**config.mk**
```make
export PLATFORM = sky130hd
export DESIGN_NAME = seprog_top
export DESIGN_NICKNAME = d
export VERILOG_FILES = /design/src/rtl/seprog_pkg.sv /design/src/rtl/seprog_prog_if.sv /design/src/rtl/seprog_top.sv /design/src/rtl/seprog_array.sv
export SDC_FILE = /design/constraint.sdc
export NUM_CORES = 2
export LEC_CHECK = 0
export ABC_CLOCK_PERIOD_IN_PS = 6300
export BUFFER_PORTS_ARGS = -buffer_cell sky130_fd_sc_hd__buf_2
export CAP_MARGIN = 0
export CORE_MARGIN = 1
export CORE_UTILIZATION = 50
export DETAILED_ROUTE_END_ITERATION = 16
export MAX_ROUTING_LAYER = met4
export PLACE_DENSITY = 0.65
export SLEW_MARGIN = 20
export SYNTH_ARGS = -nofsm -noshare
export SYNTH_HDL_FRONTEND = slang
export SYNTH_SLANG_ARGS = --single-unit
```
**constraint.sdc**
```tcl
create_clock -name i_clock -period 6.3 [get_ports i_clock]
set_clock_uncertainty 0.2 [all_clocks]
set_input_delay 1.89 -clock i_clock [delete_from_list [all_inputs] [get_ports i_clock]]
set_output_delay 1.89 -clock i_clock [all_outputs]
set_load 0.01 [all_outputs]
```
**src/rtl/seprog_pkg.sv**
```systemverilog
package seprog_pkg;
    localparam int ADDR_W        = 6;
    localparam int DATA_W        = 16;
    localparam int DEPTH         = 64;
    localparam int CLK_HZ        = 10_000_000;
    localparam int PROG_TIME_US  = 4000;  // programming_time, typical
    localparam int PROG_MAX_US   = 10000; // programming_time, maximum
    localparam int PROG_CYCLES   = PROG_TIME_US * (CLK_HZ / 1_000_000);
    localparam int PROG_MAX_CYC  = PROG_MAX_US * (CLK_HZ / 1_000_000);
    localparam logic [1:0] OP_EXT   = 2'h0;
    localparam logic [1:0] OP_WRITE = 2'h1;
    localparam logic [1:0] OP_READ  = 2'h2;
    localparam logic [1:0] OP_ERASE = 2'h3;
    localparam logic [1:0] EXT_DIS  = 2'h0;
    localparam logic [1:0] EXT_WRITE_ALL_WORDS = 2'h1;
    localparam logic [1:0] EXT_ERASE_ALL_WORDS = 2'h2;
    localparam logic [1:0] EXT_EN   = 2'h3;
    localparam logic [DATA_W-1:0] ERASED = 16'hFFFF;
    typedef enum logic [2:0] {
        SEP_NONE, SEP_WRITE, SEP_ERASE, SEP_WRITE_ALL, SEP_ERASE_ALL
    } seprog_cmd_t;
endpackage : seprog_pkg

```
**src/rtl/seprog_prog_if.sv**
```systemverilog
`timescale 1ns/1ps
// carries one programming job from the command decoder to the array writer
interface seprog_prog_if;
    logic                               start;
    seprog_pkg::seprog_cmd_t            cmd;
    logic [seprog_pkg::ADDR_W-1:0]      addr;
    logic [seprog_pkg::DATA_W-1:0]      data;
    logic                               busy;
    modport ctrl (output start, output cmd, output addr, output data, input busy);
    modport mem  (input start, input cmd, input addr, input data, output busy);
endinterface : seprog_prog_if

```
**src/rtl/seprog_top.sv**
```systemverilog
`timescale 1ns/1ps
// serial program/erase controller; serial lines sampled on i_clock
module seprog_top #(
    parameter int PROG_CYCLES = seprog_pkg::PROG_CYCLES
) (
    input  wire logic                          i_clock,
    input  wire logic                          i_rst,
    input  wire logic                          i_chip_select,
    input  wire logic                          i_serial_clock,
    input  wire logic                          i_serial_data_in,
    output logic                               o_serial_data_out,
    output logic                               o_serial_data_out_oe_n,
    output logic                               o_program_enabled,
    output logic                               o_busy,
    input  wire logic [seprog_pkg::ADDR_W-1:0] i_peek_addr,
    output logic      [seprog_pkg::DATA_W-1:0] o_peek_data
);
    typedef enum logic [1:0] {SEP_IDLE, SEP_OPC, SEP_ADR, SEP_DAT} seprog_phase_t;

    localparam int CNT_W = 5;

    seprog_prog_if prog_bus ();

    seprog_phase_t                 phase_r;
    logic [CNT_W-1:0]              cnt_r;
    logic [1:0]                    opc_r;
    logic [seprog_pkg::ADDR_W-1:0] adr_r;
    logic [seprog_pkg::DATA_W-1:0] dat_r;
    logic [4:0]                    nbits_r;
    logic                          sk_d_r;
    logic                          cs_d_r;
    logic                          en_r;
    logic                          status_r;
    logic                          start_r;
    logic                          busy_seen_r;
    seprog_pkg::seprog_cmd_t       cmd_r;
    logic                          sk_rise;
    logic                          cs_fall;
    logic                          cs_rise;
    logic                          accept;
    seprog_pkg::seprog_cmd_t       cmd_nxt;

    ////////////////////////////////////////////////////////////////////////
    // edge detection on the serial pins
    always_ff @(posedge i_clock or posedge i_rst) begin
        if (i_rst) begin
            sk_d_r <= 1'b0;
            cs_d_r <= 1'b0;
        end else begin
            sk_d_r <= i_serial_clock;
            cs_d_r <= i_chip_select;
        end
    end

    assign sk_rise = i_serial_clock && !sk_d_r && i_chip_select;
    assign cs_fall = cs_d_r && !i_chip_select;
    assign cs_rise = i_chip_select && !cs_d_r;
    // shifting refused while the array is busy
    assign accept  = sk_rise && !prog_bus.busy;

    ////////////////////////////////////////////////////////////////////////
    // instruction shifter: start, opcode, address, data, msb first
    always_ff @(posedge i_clock or posedge i_rst) begin
        if (i_rst) begin
            phase_r <= SEP_IDLE;
            cnt_r   <= '0;
            opc_r   <= '0;
            adr_r   <= '0;
            dat_r   <= '0;
            nbits_r <= '0;
        end else if (!i_chip_select || prog_bus.busy) begin
            phase_r <= SEP_IDLE;
            cnt_r   <= '0;
            nbits_r <= '0;
        end else if (accept) begin
            case (phase_r)
                SEP_IDLE: begin
                    if (i_serial_data_in) begin
                        phase_r <= SEP_OPC;
                        cnt_r   <= '0;
                    end
                end
                SEP_OPC: begin
                    opc_r <= {opc_r[0], i_serial_data_in};
                    if (cnt_r == CNT_W'(1)) begin
                        phase_r <= SEP_ADR;
                        cnt_r   <= '0;
                    end else begin
                        cnt_r <= cnt_r + CNT_W'(1);
                    end
                end
                SEP_ADR: begin
                    adr_r <= {adr_r[seprog_pkg::ADDR_W-2:0], i_serial_data_in};
                    if (cnt_r == CNT_W'(seprog_pkg::ADDR_W - 1)) begin
                        phase_r <= SEP_DAT;
                        cnt_r   <= '0;
                    end else begin
                        cnt_r <= cnt_r + CNT_W'(1);
                    end
                end
                SEP_DAT: begin
                    // extra bits keep shifting; last sixteen remain
                    dat_r <= {dat_r[seprog_pkg::DATA_W-2:0], i_serial_data_in};
                    if (nbits_r != 5'h10) begin
                        nbits_r <= nbits_r + 5'h1;
                    end
                end
                default: begin
                    phase_r <= SEP_IDLE;
                end
            endcase
        end
    end

    ////////////////////////////////////////////////////////////////////////
    // decode a completed sequence into a programming job
    always_comb begin
        cmd_nxt = seprog_pkg::SEP_NONE;
        if (phase_r == SEP_DAT && en_r) begin
            case (opc_r)
                seprog_pkg::OP_WRITE: begin
                    if (nbits_r == 5'h10) cmd_nxt = seprog_pkg::SEP_WRITE;
                end
                seprog_pkg::OP_ERASE: begin
                    cmd_nxt = seprog_pkg::SEP_ERASE;
                end
                seprog_pkg::OP_EXT: begin
                    case (adr_r[seprog_pkg::ADDR_W-1 -: 2])
                        seprog_pkg::EXT_WRITE_ALL_WORDS: begin
                            if (nbits_r == 5'h10) cmd_nxt = seprog_pkg::SEP_WRITE_ALL;
                        end
                        seprog_pkg::EXT_ERASE_ALL_WORDS: cmd_nxt = seprog_pkg::SEP_ERASE_ALL;
                        default: cmd_nxt = seprog_pkg::SEP_NONE;
                    endcase
                end
                default: cmd_nxt = seprog_pkg::SEP_NONE;
            endcase
        end
    end

    // launch one job per falling select; refused when disabled
    always_ff @(posedge i_clock or posedge i_rst) begin
        if (i_rst) begin
            start_r <= 1'b0;
            cmd_r   <= seprog_pkg::SEP_NONE;
        end else begin
            start_r <= cs_fall && !prog_bus.busy && cmd_nxt != seprog_pkg::SEP_NONE;
            cmd_r   <= cmd_nxt;
        end
    end

    ////////////////////////////////////////////////////////////////////////
    // enable latch, cleared at reset
    always_ff @(posedge i_clock or posedge i_rst) begin
        if (i_rst) begin
            en_r <= 1'b0;
        end else if (cs_fall && phase_r == SEP_DAT && opc_r == seprog_pkg::OP_EXT) begin
            if (adr_r[seprog_pkg::ADDR_W-1 -: 2] == seprog_pkg::EXT_EN) begin
                en_r <= 1'b1;
            end else if (adr_r[seprog_pkg::ADDR_W-1 -: 2] == seprog_pkg::EXT_DIS) begin
                en_r <= 1'b0;
            end
        end
    end

    ////////////////////////////////////////////////////////////////////////
    // status output after a programming job
    always_ff @(posedge i_clock or posedge i_rst) begin
        if (i_rst) begin
            busy_seen_r <= 1'b0;
        end else if (start_r) begin
            busy_seen_r <= 1'b1;
        end else if (accept && phase_r == SEP_IDLE && i_serial_data_in) begin
            busy_seen_r <= 1'b0;
        end
    end

    // drive only with select high, after a job, until a start bit
    always_ff @(posedge i_clock or posedge i_rst) begin
        if (i_rst) begin
            status_r <= 1'b1;
        end else begin
            status_r <= !(busy_seen_r && i_chip_select && !cs_rise);
        end
    end

    assign o_serial_data_out_oe_n = status_r;
    assign o_serial_data_out      = !prog_bus.busy;
    assign o_program_enabled      = en_r;
    assign o_busy                 = prog_bus.busy;

    assign prog_bus.start = start_r;
    assign prog_bus.cmd   = cmd_r;
    assign prog_bus.addr  = adr_r;
    assign prog_bus.data  = dat_r;

    seprog_array #(
        .PROG_CYCLES (PROG_CYCLES)
    ) u_array (
        .i_clock   (i_clock),
        .i_rst     (i_rst),
        .prog      (prog_bus.mem),
        .i_rd_addr (i_peek_addr),
        .o_rd_data (o_peek_data)
    );
endmodule : seprog_top

```
**src/rtl/seprog_array.sv**
```systemverilog
`timescale 1ns/1ps
// self-timed programming engine holding the nonvolatile word array
module seprog_array #(
    parameter int PROG_CYCLES = seprog_pkg::PROG_CYCLES
) (
    input  wire logic                          i_clock,
    input  wire logic                          i_rst,
    seprog_prog_if.mem                         prog,
    input  wire logic [seprog_pkg::ADDR_W-1:0] i_rd_addr,
    output logic      [seprog_pkg::DATA_W-1:0] o_rd_data
);
    logic [seprog_pkg::DATA_W-1:0] mem_r [seprog_pkg::DEPTH];
    logic [31:0]                   timer_r;
    logic                          busy_r;

    ////////////////////////////////////////////////////////////////////////
    // timer: cycle length fixed, well inside the maximum
    always_ff @(posedge i_clock or posedge i_rst) begin
        if (i_rst) begin
            busy_r  <= 1'b0;
            timer_r <= 32'h0;
        end else if (prog.start && !busy_r) begin
            busy_r  <= 1'b1;
            timer_r <= 32'(PROG_CYCLES - 1);
        end else if (busy_r) begin
            if (timer_r == 32'h0) begin
                busy_r <= 1'b0;
            end else begin
                timer_r <= timer_r - 32'h1;
            end
        end
    end

    // array commits at launch; no reset on storage, like real cells
    always_ff @(posedge i_clock) begin
        if (prog.start && !busy_r) begin
            case (prog.cmd)
                seprog_pkg::SEP_WRITE: begin
                    mem_r[prog.addr] <= prog.data;
                end
                seprog_pkg::SEP_ERASE: begin
                    mem_r[prog.addr] <= seprog_pkg::ERASED;
                end
                seprog_pkg::SEP_WRITE_ALL: begin
                    for (int i = 0; i < seprog_pkg::DEPTH; i++) begin
                        mem_r[i] <= prog.data;
                    end
                end
                seprog_pkg::SEP_ERASE_ALL: begin
                    for (int i = 0; i < seprog_pkg::DEPTH; i++) begin
                        mem_r[i] <= seprog_pkg::ERASED;
                    end
                end
                default: begin
                end
            endcase
        end
    end

    assign prog.busy = busy_r;
    assign o_rd_data = mem_r[i_rd_addr];
endmodule : seprog_array

```
==> impl_metrics.json <==
{
  "status": "finished, final reports clean",
  "period_share": 0.999,
  "fp.dieH_um": 300,
  "cts_tree": "yes",
  "ant_nets": 0,
  "port_buffers": 30,
  "clk_latency_ps": 680,
  "cp_top_family": "simple AND/OR/NAND/NOR gates",
  "path_buf_inv": 3,
  "power_leakage_nw": 18.9,
  "cap_violations": 0,
  "hpwl_mm": 75.9,
  "clock.fmax_mhz": 159,
  "comb_power_share": 0.043,
  "grt_remaining_overflow": 0,
  "gp_congestion": 0.911,
  "async_reset_ff_frac": 0.0708,
  "cts_hold_buf": 0,
  "num_vias": 30100,
  "finalPower_mw": 15.0,
  "synth_most_common_cell": "a21oi_1",
  "synth_top_area_cell": "edfxtp_1",
  "power_frac_seq": 0.501,
  "nNetsFinal": 3664,
  "cts.clk_slew.worst_paths_ps": 60,
  "tightest_slew_ps": 1150,
  "rsz0062_at_grt": "false",
  "dp_cells": 4680,
  "finalMaxSlewViolations": 0,
  "syn_inst": 3633,
  "cts_buffers": 111,
  "worstHoldPathType": "reg2reg",
  "slew-limit-headroom": 0.235,
  "syn_area_um2": 44300,
  "grt_max_degree": 223,
  "p_int_mw": 11.7,
  "layout.cells.non_filler": 4890,
  "cp.required_ps": 4210,
  "fp-row-count": 108,
  "synth_nets": 3658,
  "synth_warnings": 0,
  "r2r_start": "u_array.prog.busy$_DFF_PP0_",
  "crit_chain": "buf_8 > buf_12 > mux4_2 > o211ai_1 > nand2_1 > or3_1 > buf_2",
  "fin_crit_ps": 6290,
  "worst-r2r-cell-count": 7,
  "synth-edff-count": 496,
  "yosys-top-cells-area": "edfxtp_1 34%, dfxtp_1 24%, mux4_2 7.3%",
  "regToRegSetupSlack_ps": 2010,
  "finalSetupViolations": 0,
  "ir_drop_uv": 245,
  "grt_pass1_wl_mm": 180,
  "wl_per_cell_um": 24.5,
  "drive_above_1_share": 0.186,
  "core_area_um2": 87300,
  "critical_path_class": "in2out",
  "hold_viol": 0,
  "r2r_end": "u_array.mem_r[25][7]$_SDFFE_PP1P_",
  "antenna_found_initial": 0,
  "area_delta_synth_final_pct": 14.6,
  "antennaDiodeCount": 0,
  "synth_seq_cells": 1102,
  "routed_wl_mm": 120,
  "clockBufferDepth": 3,
  "numClockSinks": 1102,
  "avgSynthCellArea_um2": 12.2,
  "synth_top_area_frac": 0.336,
  "cp-start-kind": "input port",
  "end_kind": "output pin",
  "fillCellCount": 7034,
  "post_cts_buffers": 0,
  "io_pins": 31,
  "slowest_stage": "or3_1",
  "power_density_nw_per_um2": 295,
  "holdPathStages": 1,
  "synth_ff_type": "dfxtp_1",
  "grt_usage": 0.274,
  "hold_slack_ps": 259,
  "cts_max_level": 3,
  "swShare": 0.221,
  "hp-start": "busy_seen_r$_DFFE_PP0P_",
  "die_x_um": 300,
  "hold_path_end": "o_serial_data_out_oe_n$_DFF_PP1_",
  "drc_errors": 0,
  "synthTopCellsByCount": "542 x a21oi_1, 537 x nor3_1, 528 x dfxtp_1",
  "clkPwrFrac": 0.456,
  "drtIter0Drc": 3139,
  "dieArea_um2": 89800,
  "viasPerCell": 6.15,
  "cts_root_buf": "clkbuf_16",
  "arrival_ps": 4200,
  "slowest_delay_ps": 530,
  "start_util": 0.508,
  "yosysSeqAreaShare": 0.619,
  "first_pass_iters": 6,
  "crit_path_max_fanout": 29,
  "grt_pass1_vias": 28300,
  "switching_power_mw": 3.31,
  "final_core_util": 0.582,
  "synth_cell_types": 73
}
## per-layer routing
metal  GRT usage  up-vias  share of wire
li1            -    13800              -
met3      0.0343      190          0.071
met4      0.0798        0          0.024
met1       0.388    15000           0.44
met2       0.414     1101           0.46
met5           -        -              0
## cells in the final DEF (no fill, tap or decap), drive strengths merged, types with 7 or more instances in the layout
master  netlist  final
ha           14     14
nor3        537    537
or3          13     13
o211ai       19     19
inv          47     52
a221oi       15     15
mux4        144    144
nand3        44     44
bufinv        0      9
mux2         37     37
clkbuf      265    150
dfrtp        77     77
a22oi       104    104
o21ai        93     93
nor2         69     69
edfxtp      496    496
nand4        14     14
nor2b        14     14
o31ai         9      9
a21oi       542    542
nand4b        8      8
o22ai        35     35
mux2i       229    229
clkinv        0     39
nor4          7      7
o221ai        9      9
buf          59    217
nand2       126    126
dfxtp       528    528
or4          15     15
## cells by family after synthesis
group                      after synthesis  share of synthesized area
AOI/OAI and AO/OA                      844                      0.108
buffers and inverters                  371                     0.0325
muxes                                  410                      0.134
adders and majority gates               14                    0.00395
xor gates and xnor gates                 8                    0.00158
DFF                                   1102                      0.619
and+or+nand+nor                        884                      0.101
## registers in the layout, summed over array words and instances, names as in the netlist
register                flops
opc_r                       2
sk_d_r                      1
cnt_r                       5
phase_r                     2
o_serial_data_out_oe_n      1
u_array.mem_r            1024
cmd_r                       3
u_array.prog.busy           1
busy_seen_r                 1
prog_bus.start              1
u_array.timer_r            32
nbits_r                     5
dat_r                      16
o_program_enabled           1
cs_d_r                      1
adr_r                       6
## cell type report
class	count	area (µm²)	share of cell area
sequential	1102	27400	0.540
clock inverter	59	641	0.0126
tap	1155	1450	0.0284
inverter	47	179	0.00352
timing repair buffer	217	1970	0.0389
clock buffer	150	3200	0.0630
multi-input combinational	2160	15900	0.314
## per-stage QoR
step	TNS [ps]	area (µm²)	worst slack [ps]
final	0	50800	8.55
after global routing	0	50800	38.4
after CTS	0	50700	12.5
after detailed placement	-64.7	46900	-60.3
after global placement	-45.8	46800	-45.8
after floorplan	0	44300	389
## worst max-delay path by stage
stage | startpoint | to | slack (ps) | cells past startpoint
2_1_floorplan | i_peek_addr[0] | o_peek_data[15] | 390 | 6
3_3_place_gp | i_peek_addr[1] | o_peek_data[14] | -50 | 8
3_5_place_dp | i_peek_addr[1] | o_peek_data[14] | -60 | 8
4_1_cts | i_peek_addr[1] | o_peek_data[14] | 10 | 8
5_1_grt | i_peek_addr[1] | o_peek_data[14] | 40 | 8
6_report | i_peek_addr[2] | o_peek_data[4] | 9 | 7
## power by group through the flow
stage	Clock [mW]	Sequential, mW	Combinational [mW]
floorplan	0	7.64	0.369
CTS	6.92	7.50	0.636
finish	6.83	7.50	0.642
detailed placement	0	7.66	0.633
global placement	0	7.66	0.629
global route	7.22	7.51	0.673
## worst reg2reg max path, delay by kind of cell (launching register included)
family | cells | cell delay (ps)
buf+inv | 3 | 1660
simple gates | 3 | 1600
compound gates | 1 | 170
flops | 1 | 580
## timing repair
| action | 4_1_cts | 5_1_grt |
|---|---|---|
| hold endpoints to repair | 0 | 0 |
| setup endpoints to repair | 2 | 1 |
| pin swaps | 3 | 1 |
| gates resized for setup | 2 | 1 |
(Power assumes the default switching activity.)
